[config.mk]
export PLATFORM = sky130hd
export DESIGN_NAME = fbmc_match_counter
export DESIGN_NICKNAME = d
export VERILOG_FILES = /design/src/logic/fbmc_pkg.sv /design/src/logic/fbmc_match_counter.sv /design/src/logic/fbmc_prescaler.sv
export VERILOG_INCLUDE_DIRS = /design/src /design/src/logic
export SDC_FILE = /design/constraint.sdc
export NUM_CORES = 1
export LEC_CHECK = 0
export BUFFER_PORTS_ARGS = -buffer_cell sky130_fd_sc_hd__buf_2
export CAP_MARGIN = 20
export CORE_MARGIN = 10
export CORE_UTILIZATION = 60
export DETAILED_ROUTE_END_ITERATION = 10
export PLACE_DENSITY_LB_ADDON = 0.08
export SLEW_MARGIN = 20
export SYNTH_ARGS = -nofsm -noshare
export SYNTH_HDL_FRONTEND = slang
export SYNTH_HIERARCHICAL = 1
export SYNTH_SLANG_ARGS = --single-unit
[constraint.sdc]
create_clock -name clk_i -period 16.63 [get_ports clk_i]
set_input_delay 3.326 -clock clk_i [delete_from_list [all_inputs] [get_ports clk_i]]
set_output_delay 3.326 -clock clk_i [all_outputs]
set_load 0.005 [all_outputs]
[src/logic/fbmc_defs.svh]
/*
 * constants of the forty-bit match counter: register indexes, field
 * positions, reset values and the prescaler ratio.
 * assumes it is included by bare name from the package and design files.
 */
`ifndef FBMC_DEFS_SVH
`define FBMC_DEFS_SVH

// counter width and prescaler ratio
`define FBMC_CNT_W 40
`define FBMC_PRESCALE 128

// register indexes; byte address on the bus is four times the index
`define FBMC_IDX_CNT0 8'h40
`define FBMC_IDX_CNT4 8'h44
`define FBMC_IDX_MAT0 8'h48
`define FBMC_IDX_MAT4 8'h4c
`define FBMC_IDX_CTRL 8'h4d
`define FBMC_IDX_IRQ_STAT 8'h4e
`define FBMC_IDX_IRQ_MASK 8'h4f
`define FBMC_IDX_MBIT0 8'h50
`define FBMC_IDX_MBIT4 8'h54

// control and status register fields
`define FBMC_CTRL_MODE_LO 0
`define FBMC_CTRL_OSC_EN 2
`define FBMC_CTRL_AUTO_CLR 3
`define FBMC_CTRL_MATCH 7

// interrupt status and mask bit positions
`define FBMC_IRQ_MATCH 0
`define FBMC_IRQ_WRAP 1

// reset values
`define FBMC_CTRL_RST 8'h00
`define FBMC_MASK_RST 2'h0
`define FBMC_MATCH_RST 40'h00_0000_0000

`endif

[src/logic/fbmc_pkg.sv]
/*
 * types of the forty-bit match counter.
 * assumes fbmc_defs.svh is on the include path.
 */
`default_nettype none
`include "fbmc_defs.svh"

package fbmc_pkg;

   // whole state of the counter block
   typedef struct packed {
      logic [2:0] sync;                  // timekeeper clock synchroniser
      logic [`FBMC_CNT_W-1:0] cnt;       // live counter
      logic [`FBMC_CNT_W-1:0] hold;      // read-hold snapshot
      logic [`FBMC_CNT_W-1:0] match;     // match value
      logic [`FBMC_CNT_W-1:0] mbits;     // match-bits register
      logic [7:0] ctrl;                  // control and status
      logic [1:0] stat;                  // sticky interrupt status
      logic [1:0] mask;                  // interrupt mask
      logic matchf;                      // equality flag
      logic ack;                         // bus acknowledge
      logic [7:0] dat;                   // read data byte
   } fbmc_state_t;

endpackage : fbmc_pkg

`default_nettype wire

[src/logic/fbmc_match_counter.sv]
/*
 * forty-bit loadable match counter with wishbone register access.
 * assumes clk_i at 10 MHz, synchronous active-high rst_i, a classic
 * wishbone master, and timekeeper_clock_in_i asynchronous and much
 * slower than clk_i (under half its rate).
 */
// Local design decisions: the address map and the Wishbone register port.
// How it works
// - forty-bit loadable upward counting timekeeper
// - divide timekeeper clock by 128 first
// - each register location holds one byte
// - writing counter bytes presets the counter
// - counter reads return coherent read-hold snapshot
// - fabric match flag high while equal
// - sequencer match flag mirrors fabric flag
// - match sets match-bits register all ones
// - auto-clear counter to zero on match
// - no auto-clear when match value zero
// - oscillator mode output from mode field
// - mode-source select from oscillator enable bit
// - byte-wide register port, clock at most 10MHz
`timescale 1ns/1ns
`default_nettype none
`include "fbmc_defs.svh"

module fbmc_match_counter #(
   parameter int DIV = `FBMC_PRESCALE
) (
   input wire logic clk_i,
   input wire logic rst_i,
   // wishbone classic slave
   input wire logic cyc_i,
   input wire logic stb_i,
   input wire logic we_i,
   input wire logic [9:0] adr_i,
   input wire logic [3:0] sel_i,
   input wire logic [31:0] dat_i,
   output logic [31:0] dat_o,
   output logic ack_o,
   // timekeeper clock from the oscillator output pin
   input wire logic timekeeper_clock_in_i,
   // match flags and oscillator controls
   output logic fabric_match_flag_o,
   output logic sequencer_match_flag_o,
   output logic [1:0] osc_mode_out_o,
   output logic osc_mode_source_sel_o,
   // level interrupt
   output logic irq_o
);

   localparam int W = `FBMC_CNT_W;

   fbmc_pkg::fbmc_state_t q, d;   // registered state and its next value

   logic tk_edge;      // rising edge of synchronised timekeeper clock
   logic tick;         // one prescaled tick
   logic [7:0] idx;    // register index from the word address
   logic req;          // new bus request, not yet acknowledged
   logic wr;           // write taking effect at this edge
   logic [7:0] wb;     // written byte
   logic hit_clear;    // counter reached match with auto-clear allowed
   logic wrap;         // counter rolls over from all ones
   logic [2:0] bsel;   // byte number within a forty-bit register

   // edge of the timekeeper clock, seen only past the second flop
   assign tk_edge = q.sync[1] & ~q.sync[2];

   // prescaler turns timekeeper edges into counter ticks
   fbmc_prescaler #(
      .DIV(DIV)
   ) u_psc (
      .clk_i(clk_i),
      .rst_i(rst_i),
      .edge_i(tk_edge),
      .tick_o(tick)
   );

   // bus decode: one byte per word, data in the low lane
   assign idx = adr_i[9:2];
   assign req = cyc_i & stb_i & ~q.ack;
   assign wr = cyc_i & stb_i & we_i & q.ack & sel_i[0];
   assign wb = dat_i[7:0];
   assign bsel = idx[2:0];

   // auto-clear only when enabled and the match value is not zero
   assign hit_clear = (q.cnt == q.match) &
                      q.ctrl[`FBMC_CTRL_AUTO_CLR] &
                      (q.match != '0);
   assign wrap = &q.cnt;

   // next-state logic for the counter, registers and bus answer
   always_comb begin
      d = q;

      // two-flop synchroniser plus one flop for edge detection
      d.sync = {q.sync[1:0], timekeeper_clock_in_i};

      // counter advances once per prescaled tick
      if (tick) begin
         if (hit_clear) begin
            d.cnt = '0;
         end else begin
            d.cnt = q.cnt + W'(1);
         end
      end

      // acknowledge one cycle after the request, drop the next
      d.ack = req;

      // read data and snapshot are taken in the request cycle
      if (req & ~we_i) begin
         d.dat = 8'h00;
         if (idx >= `FBMC_IDX_CNT0 && idx <= `FBMC_IDX_CNT4) begin
            if (idx == `FBMC_IDX_CNT0) begin
               // first byte snapshots all forty bits
               d.hold = q.cnt;
               d.dat = q.cnt[7:0];
            end else begin
               d.dat = q.hold[bsel*8 +: 8];
            end
         end else if (idx >= `FBMC_IDX_MAT0 &&
                      idx < `FBMC_IDX_MAT4 + 8'h01) begin
            d.dat = q.match[bsel*8 +: 8];
         end else if (idx == `FBMC_IDX_CTRL) begin
            // live equality shown in the status bit
            d.dat = q.ctrl;
            d.dat[`FBMC_CTRL_MATCH] = q.matchf;
         end else if (idx == `FBMC_IDX_IRQ_STAT) begin
            d.dat = {6'h00, q.stat};
         end else if (idx == `FBMC_IDX_IRQ_MASK) begin
            d.dat = {6'h00, q.mask};
         end else if (idx >= `FBMC_IDX_MBIT0 &&
                      idx <= `FBMC_IDX_MBIT4) begin
            d.dat = q.mbits[bsel*8 +: 8];
         end
      end

      // writes land at the acknowledge edge; a load beats a tick
      if (wr) begin
         if (idx >= `FBMC_IDX_CNT0 && idx <= `FBMC_IDX_CNT4) begin
            d.cnt[bsel*8 +: 8] = wb;
         end else if (idx >= `FBMC_IDX_MAT0 &&
                      idx < `FBMC_IDX_MAT4 + 8'h01) begin
            d.match[bsel*8 +: 8] = wb;
         end else if (idx == `FBMC_IDX_CTRL) begin
            // status bit is read-only
            d.ctrl = wb;
            d.ctrl[`FBMC_CTRL_MATCH] = 1'b0;
         end else if (idx == `FBMC_IDX_IRQ_STAT) begin
            // write one to clear
            d.stat = q.stat & ~wb[1:0];
         end else if (idx == `FBMC_IDX_IRQ_MASK) begin
            d.mask = wb[1:0];
         end else if (idx >= `FBMC_IDX_MBIT0 &&
                      idx <= `FBMC_IDX_MBIT4) begin
            // software clears match bits byte by byte
            d.mbits[bsel*8 +: 8] = q.mbits[bsel*8 +: 8] & ~wb;
         end
      end

      // compare the full width on the updated values
      d.matchf = (d.cnt == d.match);

      // a new match sets the match bits and status; set wins over clear
      if (d.matchf & ~q.matchf) begin
         d.mbits = '1;
         d.stat[`FBMC_IRQ_MATCH] = 1'b1;
      end

      // rollover of the counter is an event too
      if (tick & ~hit_clear & wrap) begin
         d.stat[`FBMC_IRQ_WRAP] = 1'b1;
      end
   end

   // register the whole state
   always_ff @(posedge clk_i) begin
      if (rst_i) begin
         q <= '0;
         q.ctrl <= `FBMC_CTRL_RST;
         q.mask <= `FBMC_MASK_RST;
         q.match <= `FBMC_MATCH_RST;
         // counter and match both reset to zero, so they start equal
         q.matchf <= 1'b1;
      end else begin
         q <= d;
      end
   end

   // bus outputs: byte in the low lane, upper bits zero
   assign dat_o = {24'h000000, q.dat};
   assign ack_o = q.ack;

   // match flags straight from the equality flop
   assign fabric_match_flag_o = q.matchf;
   assign sequencer_match_flag_o = q.matchf;

   // oscillator controls from the control register
   assign osc_mode_out_o = q.ctrl[`FBMC_CTRL_MODE_LO +: 2];
   assign osc_mode_source_sel_o = q.ctrl[`FBMC_CTRL_OSC_EN];

   // level interrupt while any unmasked status bit stands
   assign irq_o = |(q.stat & q.mask);

endmodule : fbmc_match_counter

`default_nettype wire

[src/logic/fbmc_prescaler.sv]
/*
 * divide-by-n prescaler: emits a one-cycle tick on every n-th input edge.
 * assumes edge_i is a one-cycle pulse on clk_i, already synchronised.
 */
`timescale 1ns/1ns
`default_nettype none
`include "fbmc_defs.svh"

module fbmc_prescaler #(
   parameter int DIV = `FBMC_PRESCALE
) (
   input wire logic clk_i,
   input wire logic rst_i,
   input wire logic edge_i,
   output logic tick_o
);

   localparam int CW = $clog2(DIV);

   // state of the divider
   typedef struct packed {
      logic [CW-1:0] cnt;   // edges seen in this period
      logic tick;           // period complete
   } fbmc_psc_t;

   fbmc_psc_t q, d;

   // count edges and wrap after DIV of them
   always_comb begin
      d = q;
      d.tick = 1'b0;
      if (edge_i) begin
         if (q.cnt == CW'(DIV - 1)) begin
            d.cnt = '0;
            d.tick = 1'b1;
         end else begin
            d.cnt = q.cnt + CW'(1);
         end
      end
   end

   // register the state
   always_ff @(posedge clk_i) begin
      if (rst_i) begin
         q <= '0;
      end else begin
         q <= d;
      end
   end

   assign tick_o = q.tick;

endmodule : fbmc_prescaler

`default_nettype wire

---- Word-level counts from Yosys, hierarchy flattened ----
Cells that the tools add are included.
word-level totals
  output and inout port bits .............. 39
  bits in registers ....................... 192
  word-level logic and storage cells ...... 121
  input bits .............................. 52
cells by class
  $lt $le $gt $ge ......................... 6
  bitwise gates (word level) .............. 27
  add/subtract/negate cells ............... 3
  eq/ne operators ......................... 15
  shift operators ......................... 6
  multiplexer cells ....................... 32
  reductions and logical operators ........ 18
operators by type and width
  cell                       count
  $mux W40                   10
  $mux W92                   2
  $bwmux W40                 3
  $shiftx A40 B7 Y8          3
  $eq A40 B40 Y1             2
  $shiftx A8 B34 Y40         2
  $mux W8                    7
  $mux W52                   1
  $add A40 B1 Y40 const B    1
  $reduce_and A40 Y1         1
  $reduce_bool A40 Y1        1
  $shift A8 B34 Y40 const A  1
  $neg A6 Y34                1
  $eq A8 B7 Y1 const B       4
  $ge A8 B7 Y1 const B       3
  $le A8 B7 Y1 const B       2
  $ne A2 B1 Y1 const B       8
  $mux W7                    2
  $and A1 B1 Y1              12
  $not A1 Y1                 10
  $reduce_and A5 Y1          2
  $reduce_bool A2 Y1         5
  $and A8 B8 Y8              1
  $lt A8 B7 Y1 const B       1
  14 further kinds           22

---- Depth between registers and ports, before layout ----
  depth in word-level cells ............... 15
  depth in mapped cells ................... 21
  mapped depth without buffers ............ 14

---- Cells and area by module ----
The synthesis kept the hierarchy.
modules (own cells, without submodules)
  module              cells each  sequential area each (µm²)  area each (µm²)  times used
  fbmc_match_counter  1,565       3,683.5                     12,147.9         1
  fbmc_prescaler      33          160.2                       316.6            1

---- Worst setup path after synthesis ----
Ideal clock, no wire load.
  path kind ............................... input to register
  from .................................... input adr_i[2]
  to ...................................... register q[34] (netlist bit)
  arrival ................................. 8.886 ns
  buffers on the path ..................... 6
  cell stages on the path ................. 20
  setup slack ............................. 7.673 ns
  cells stage by stage .................... clkbuf_1 -> buf_1 -> clkbuf_1 -> buf_1 -> inv_1 -> ha_1 -> ha_1 -> clkbuf_1 -> nor4bb_1 -> nand2_1 -> or4_4 -> a31oi_1 -> nor2_1 -> a211oi_2 -> o2111ai_1 -> or4_4 -> nor4_4 -> nand3_2 -> buf_6 -> o21ai_2
on the way
  cells in the longest elaborated chain, start to end .. 12
  elaborated cells on any way between the ends .. 42
RTL lines
  item                                                  line                      text
  from (decl)                                           fbmc_match_counter.sv:35  input wire logic [9:0] adr_i,
  branches (longest 12 deep; another with $neg A6 Y34)  n/a
  to (decl)                                             fbmc_match_counter.sv:53  fbmc_pkg::fbmc_state_t q, d;
Several ways; the timed one is not identified. The select of a mux whose other input is x is not followed.
A chain may end at the register's enable or synchronous reset.

---- Final worst setup path ----
  from .................................... input adr_i[3]
  to ...................................... register q[29] (netlist bit)
The elaborated chain is that of the path after synthesis.

==> metrics.yaml <==
run_status:
  status: "complete, no violations"
detailed_routing:
  ant_nets: 0
  via_count: 12900
  viasPerCell: 7.10
  drt-pass1-iter-count: 9
  drcViolationCount: 0
  wl_per_cell_um: 27.4
  drt_iter0_markers: 1983
  drt_wl_total_um: 49900
cells_and_area:
  antenna_cells: 0
  syn2layout_area_growth_pct: 5.10
  final_area_sq_um: 13100
  finalNetCount: 1597
  postLayoutCoreUtil_pct: 64.3
  fin_cells: 1819
  drive_gt1_share_pct: 10.9
setup_path:
  worstPathMaxFanout: 41
  worstPathArrival_ns: 9.24
  reg2reg_slack_ns: 11.47
  end_kind: "flip-flop"
  critical_path_class: "input port to flip-flop"
  start_kind: "input port"
  worst_ep_required_time_ns: 16.99
yosys:
  synth-edff-count: 0
  yosysSeqAreaShare_pct: 30.8
  synth_top_cells_by_count: "dfxtp_1, nand2_1, nor2_1, a21oi_1, clkbuf_1"
  avgSynthCellArea_sq_um: 7.80
  synth-main-ff-cell: "dfxtp_1"
  netlist_top_cells_area: "dfxtp_1, a21oi_1, nand2_1, nor2_1, xnor2_1"
  syn_inst: 1598
  ys_warn_count: 6
  yosys.area.top_type: "dfxtp_1"
  synth_seq_cells: 192
  yosysTopAreaCellShare_pct: 30.8
  async_flop_share_pct: 0
  syn_area_sq_um: 12500
  ys_types: 79
pwr:
  peakVddDrop_mv: 0.0801
  pwr_density_cell_nw_per_um2: 72.3
  cellLeakagePower_nw: 4.66
sta:
  setup-violations-final: 0
  clock_skew_ns: 0.0135
  slew_viol_final: 0
  max_clock_freq_ghz: 0.113
  hold_viol_final: 0
  min_period_ns: 8.87
  worst_slack_ns: 7.76
  period_share_pct: 53.4
  setup_tns_ns: 0
  relSlewSlack_pct: 16.0
  tightest_slew_ns: 1.25
  rsz0062_at_grt: "no"
floorplan:
  ios: 91
  rows: 52
  fp.dieArea_sq_um: 26900
  coreArea_sq_um: 20400
  die_h_um: 164
  chipWidth_um: 164
  initial_core_util_pct: 61.2
job:
  maxCapViolCount: 0
cts:
  root_buffer: "clkbuf_16"
  cts_made_buffers: 17
  clockBufferDepth: 2
  worstSkewPairLatency_ns: 0.45
  cts-resized-gates: 0
  cts.clk_slew.worst_paths_ns: 0.08
  htreeDepth: 4
  cts_tree: "done"
  cts_setup_buffers: 0
  cts_hold_buf: 0
  clock-sinks: 192
worst_hold_path:
  hold_class: "flip-flop to flip-flop"
place:
  placed_cells: 1787
  hpwlAfterDp_um: 36100
  gp_congestion: 1.09
  place_area_sq_um: 12500
  dp_slack_ns: 7.08
  port_buffers: 37
global_route:
  grt_pass1_wl_um: 74900
  overflow: 0
  groute.usage.overall_pct: 36.5
  antenna_found_initial: 0
  grt_max_degree: 118
  grt_pass1_vias: 12100
worst max-delay path: stages:
cell and delay (ns):
buf_2 0.66, inv_1 0.21, ha_1 0.34, ha_1 0.50, nor4b_1 0.55, nor2b_1 0.50, nand3_1 0.55, nand2b_1 0.42
o221ai_1 0.15, a21oi_1 0.14, nand4_1 0.13, or4_4 0.55, nor4_4 0.37, nand3_4 0.52, o21ai_0 0.27
logic make-up (layout without fill, tap and decap cells):
group           after synthesis  after routing  synth area share (%)
compound gates              361            361                  18.8
fa+ha+maj                     8              8                 0.803
mux                          74             74                  8.37
other cells                   1             24                0.0301
flops                       192            192                  30.8
simple gates                683            683                  27.4
xor+xnor                     99             99                  6.96
buf+inv                     180            108                  6.81
path summary, 6_finish.rpt:
check,from,endpoint,cells past startpoint
max,adr_i[3],q[29]$_SDFFE_PP0P_,15
min,q[118]$_SDFFE_PP0P_,q[118]$_SDFFE_PP0P_,2
max reg2reg,q[145]$_SDFF_PP0_,q[29]$_SDFFE_PP0P_,11
min reg2reg,q[118]$_SDFFE_PP0P_,q[118]$_SDFFE_PP0P_,2
routing by layer:
layer  wire length (um)  up-vias  global-route usage [%]
li1                   -     5617                       -
met1              18700     6054                    47.2
met2              21300     1011                    53.8
met3               6790      231                    10.2
met4               3080        0                    20.3
met5                  0        -                       0
final cells by class:
type | instances | area [sq um]
Timing Repair Buffer | 57 | 339
Tap cell | 270 | 338
Multi-Input combinational cell | 1249 | 7920
Clock buffer | 17 | 425
Inverter | 20 | 75.1
Clock inverter | 14 | 163
Sequential cell | 192 | 3840
Fill cell | 1796 | 7260
registers in the layout, indices dropped and copies added, names as in the netlist, 2 cells and up:
signal and flops:
osc_mode_out_o 2, dat_o 8, u_psc/q 7, q 169, d 2
power breakdown:
group	internal [mW]	total, mW	switching (mW)
clock	0.214	0.429	0.215
combinational	0.0139	0.0568	0.0429
sequential	0.461	0.462	0.000804
per-stage QoR:
step	total power, mW	hold WS, ns
global placement	0.526	0.431
CTS	0.944	0.456
floorplan	0.512	0.414
detailed placement	0.527	0.437
global route	0.967	0.468
finish	0.947	0.455
cell usage in the layout (no fill, tap or decap), drive strengths merged, types with 7 or more instances in the layout:
cell / count
nand2: 192
dfxtp: 192
nor2: 156
a21oi: 144
o21ai: 72
nand3: 71
xnor2: 65
buf: 57
nand4: 49
mux2i: 48
nor3: 43
a22oi: 42
and3: 38
xor2: 34
nor4: 33
inv: 26
mux4: 24
conb: 24
nor2b: 19
clkbuf: 17
nand2b: 14
or3: 13
and4: 10
and2: 10
a31oi: 9
o22ai: 9
o2111ai: 9
o221ai: 9
a211oi: 9
nor4b: 8
ha: 8
or4: 7
clkinv: 7
No activity file was read; power rests on OpenSTA's default activity.
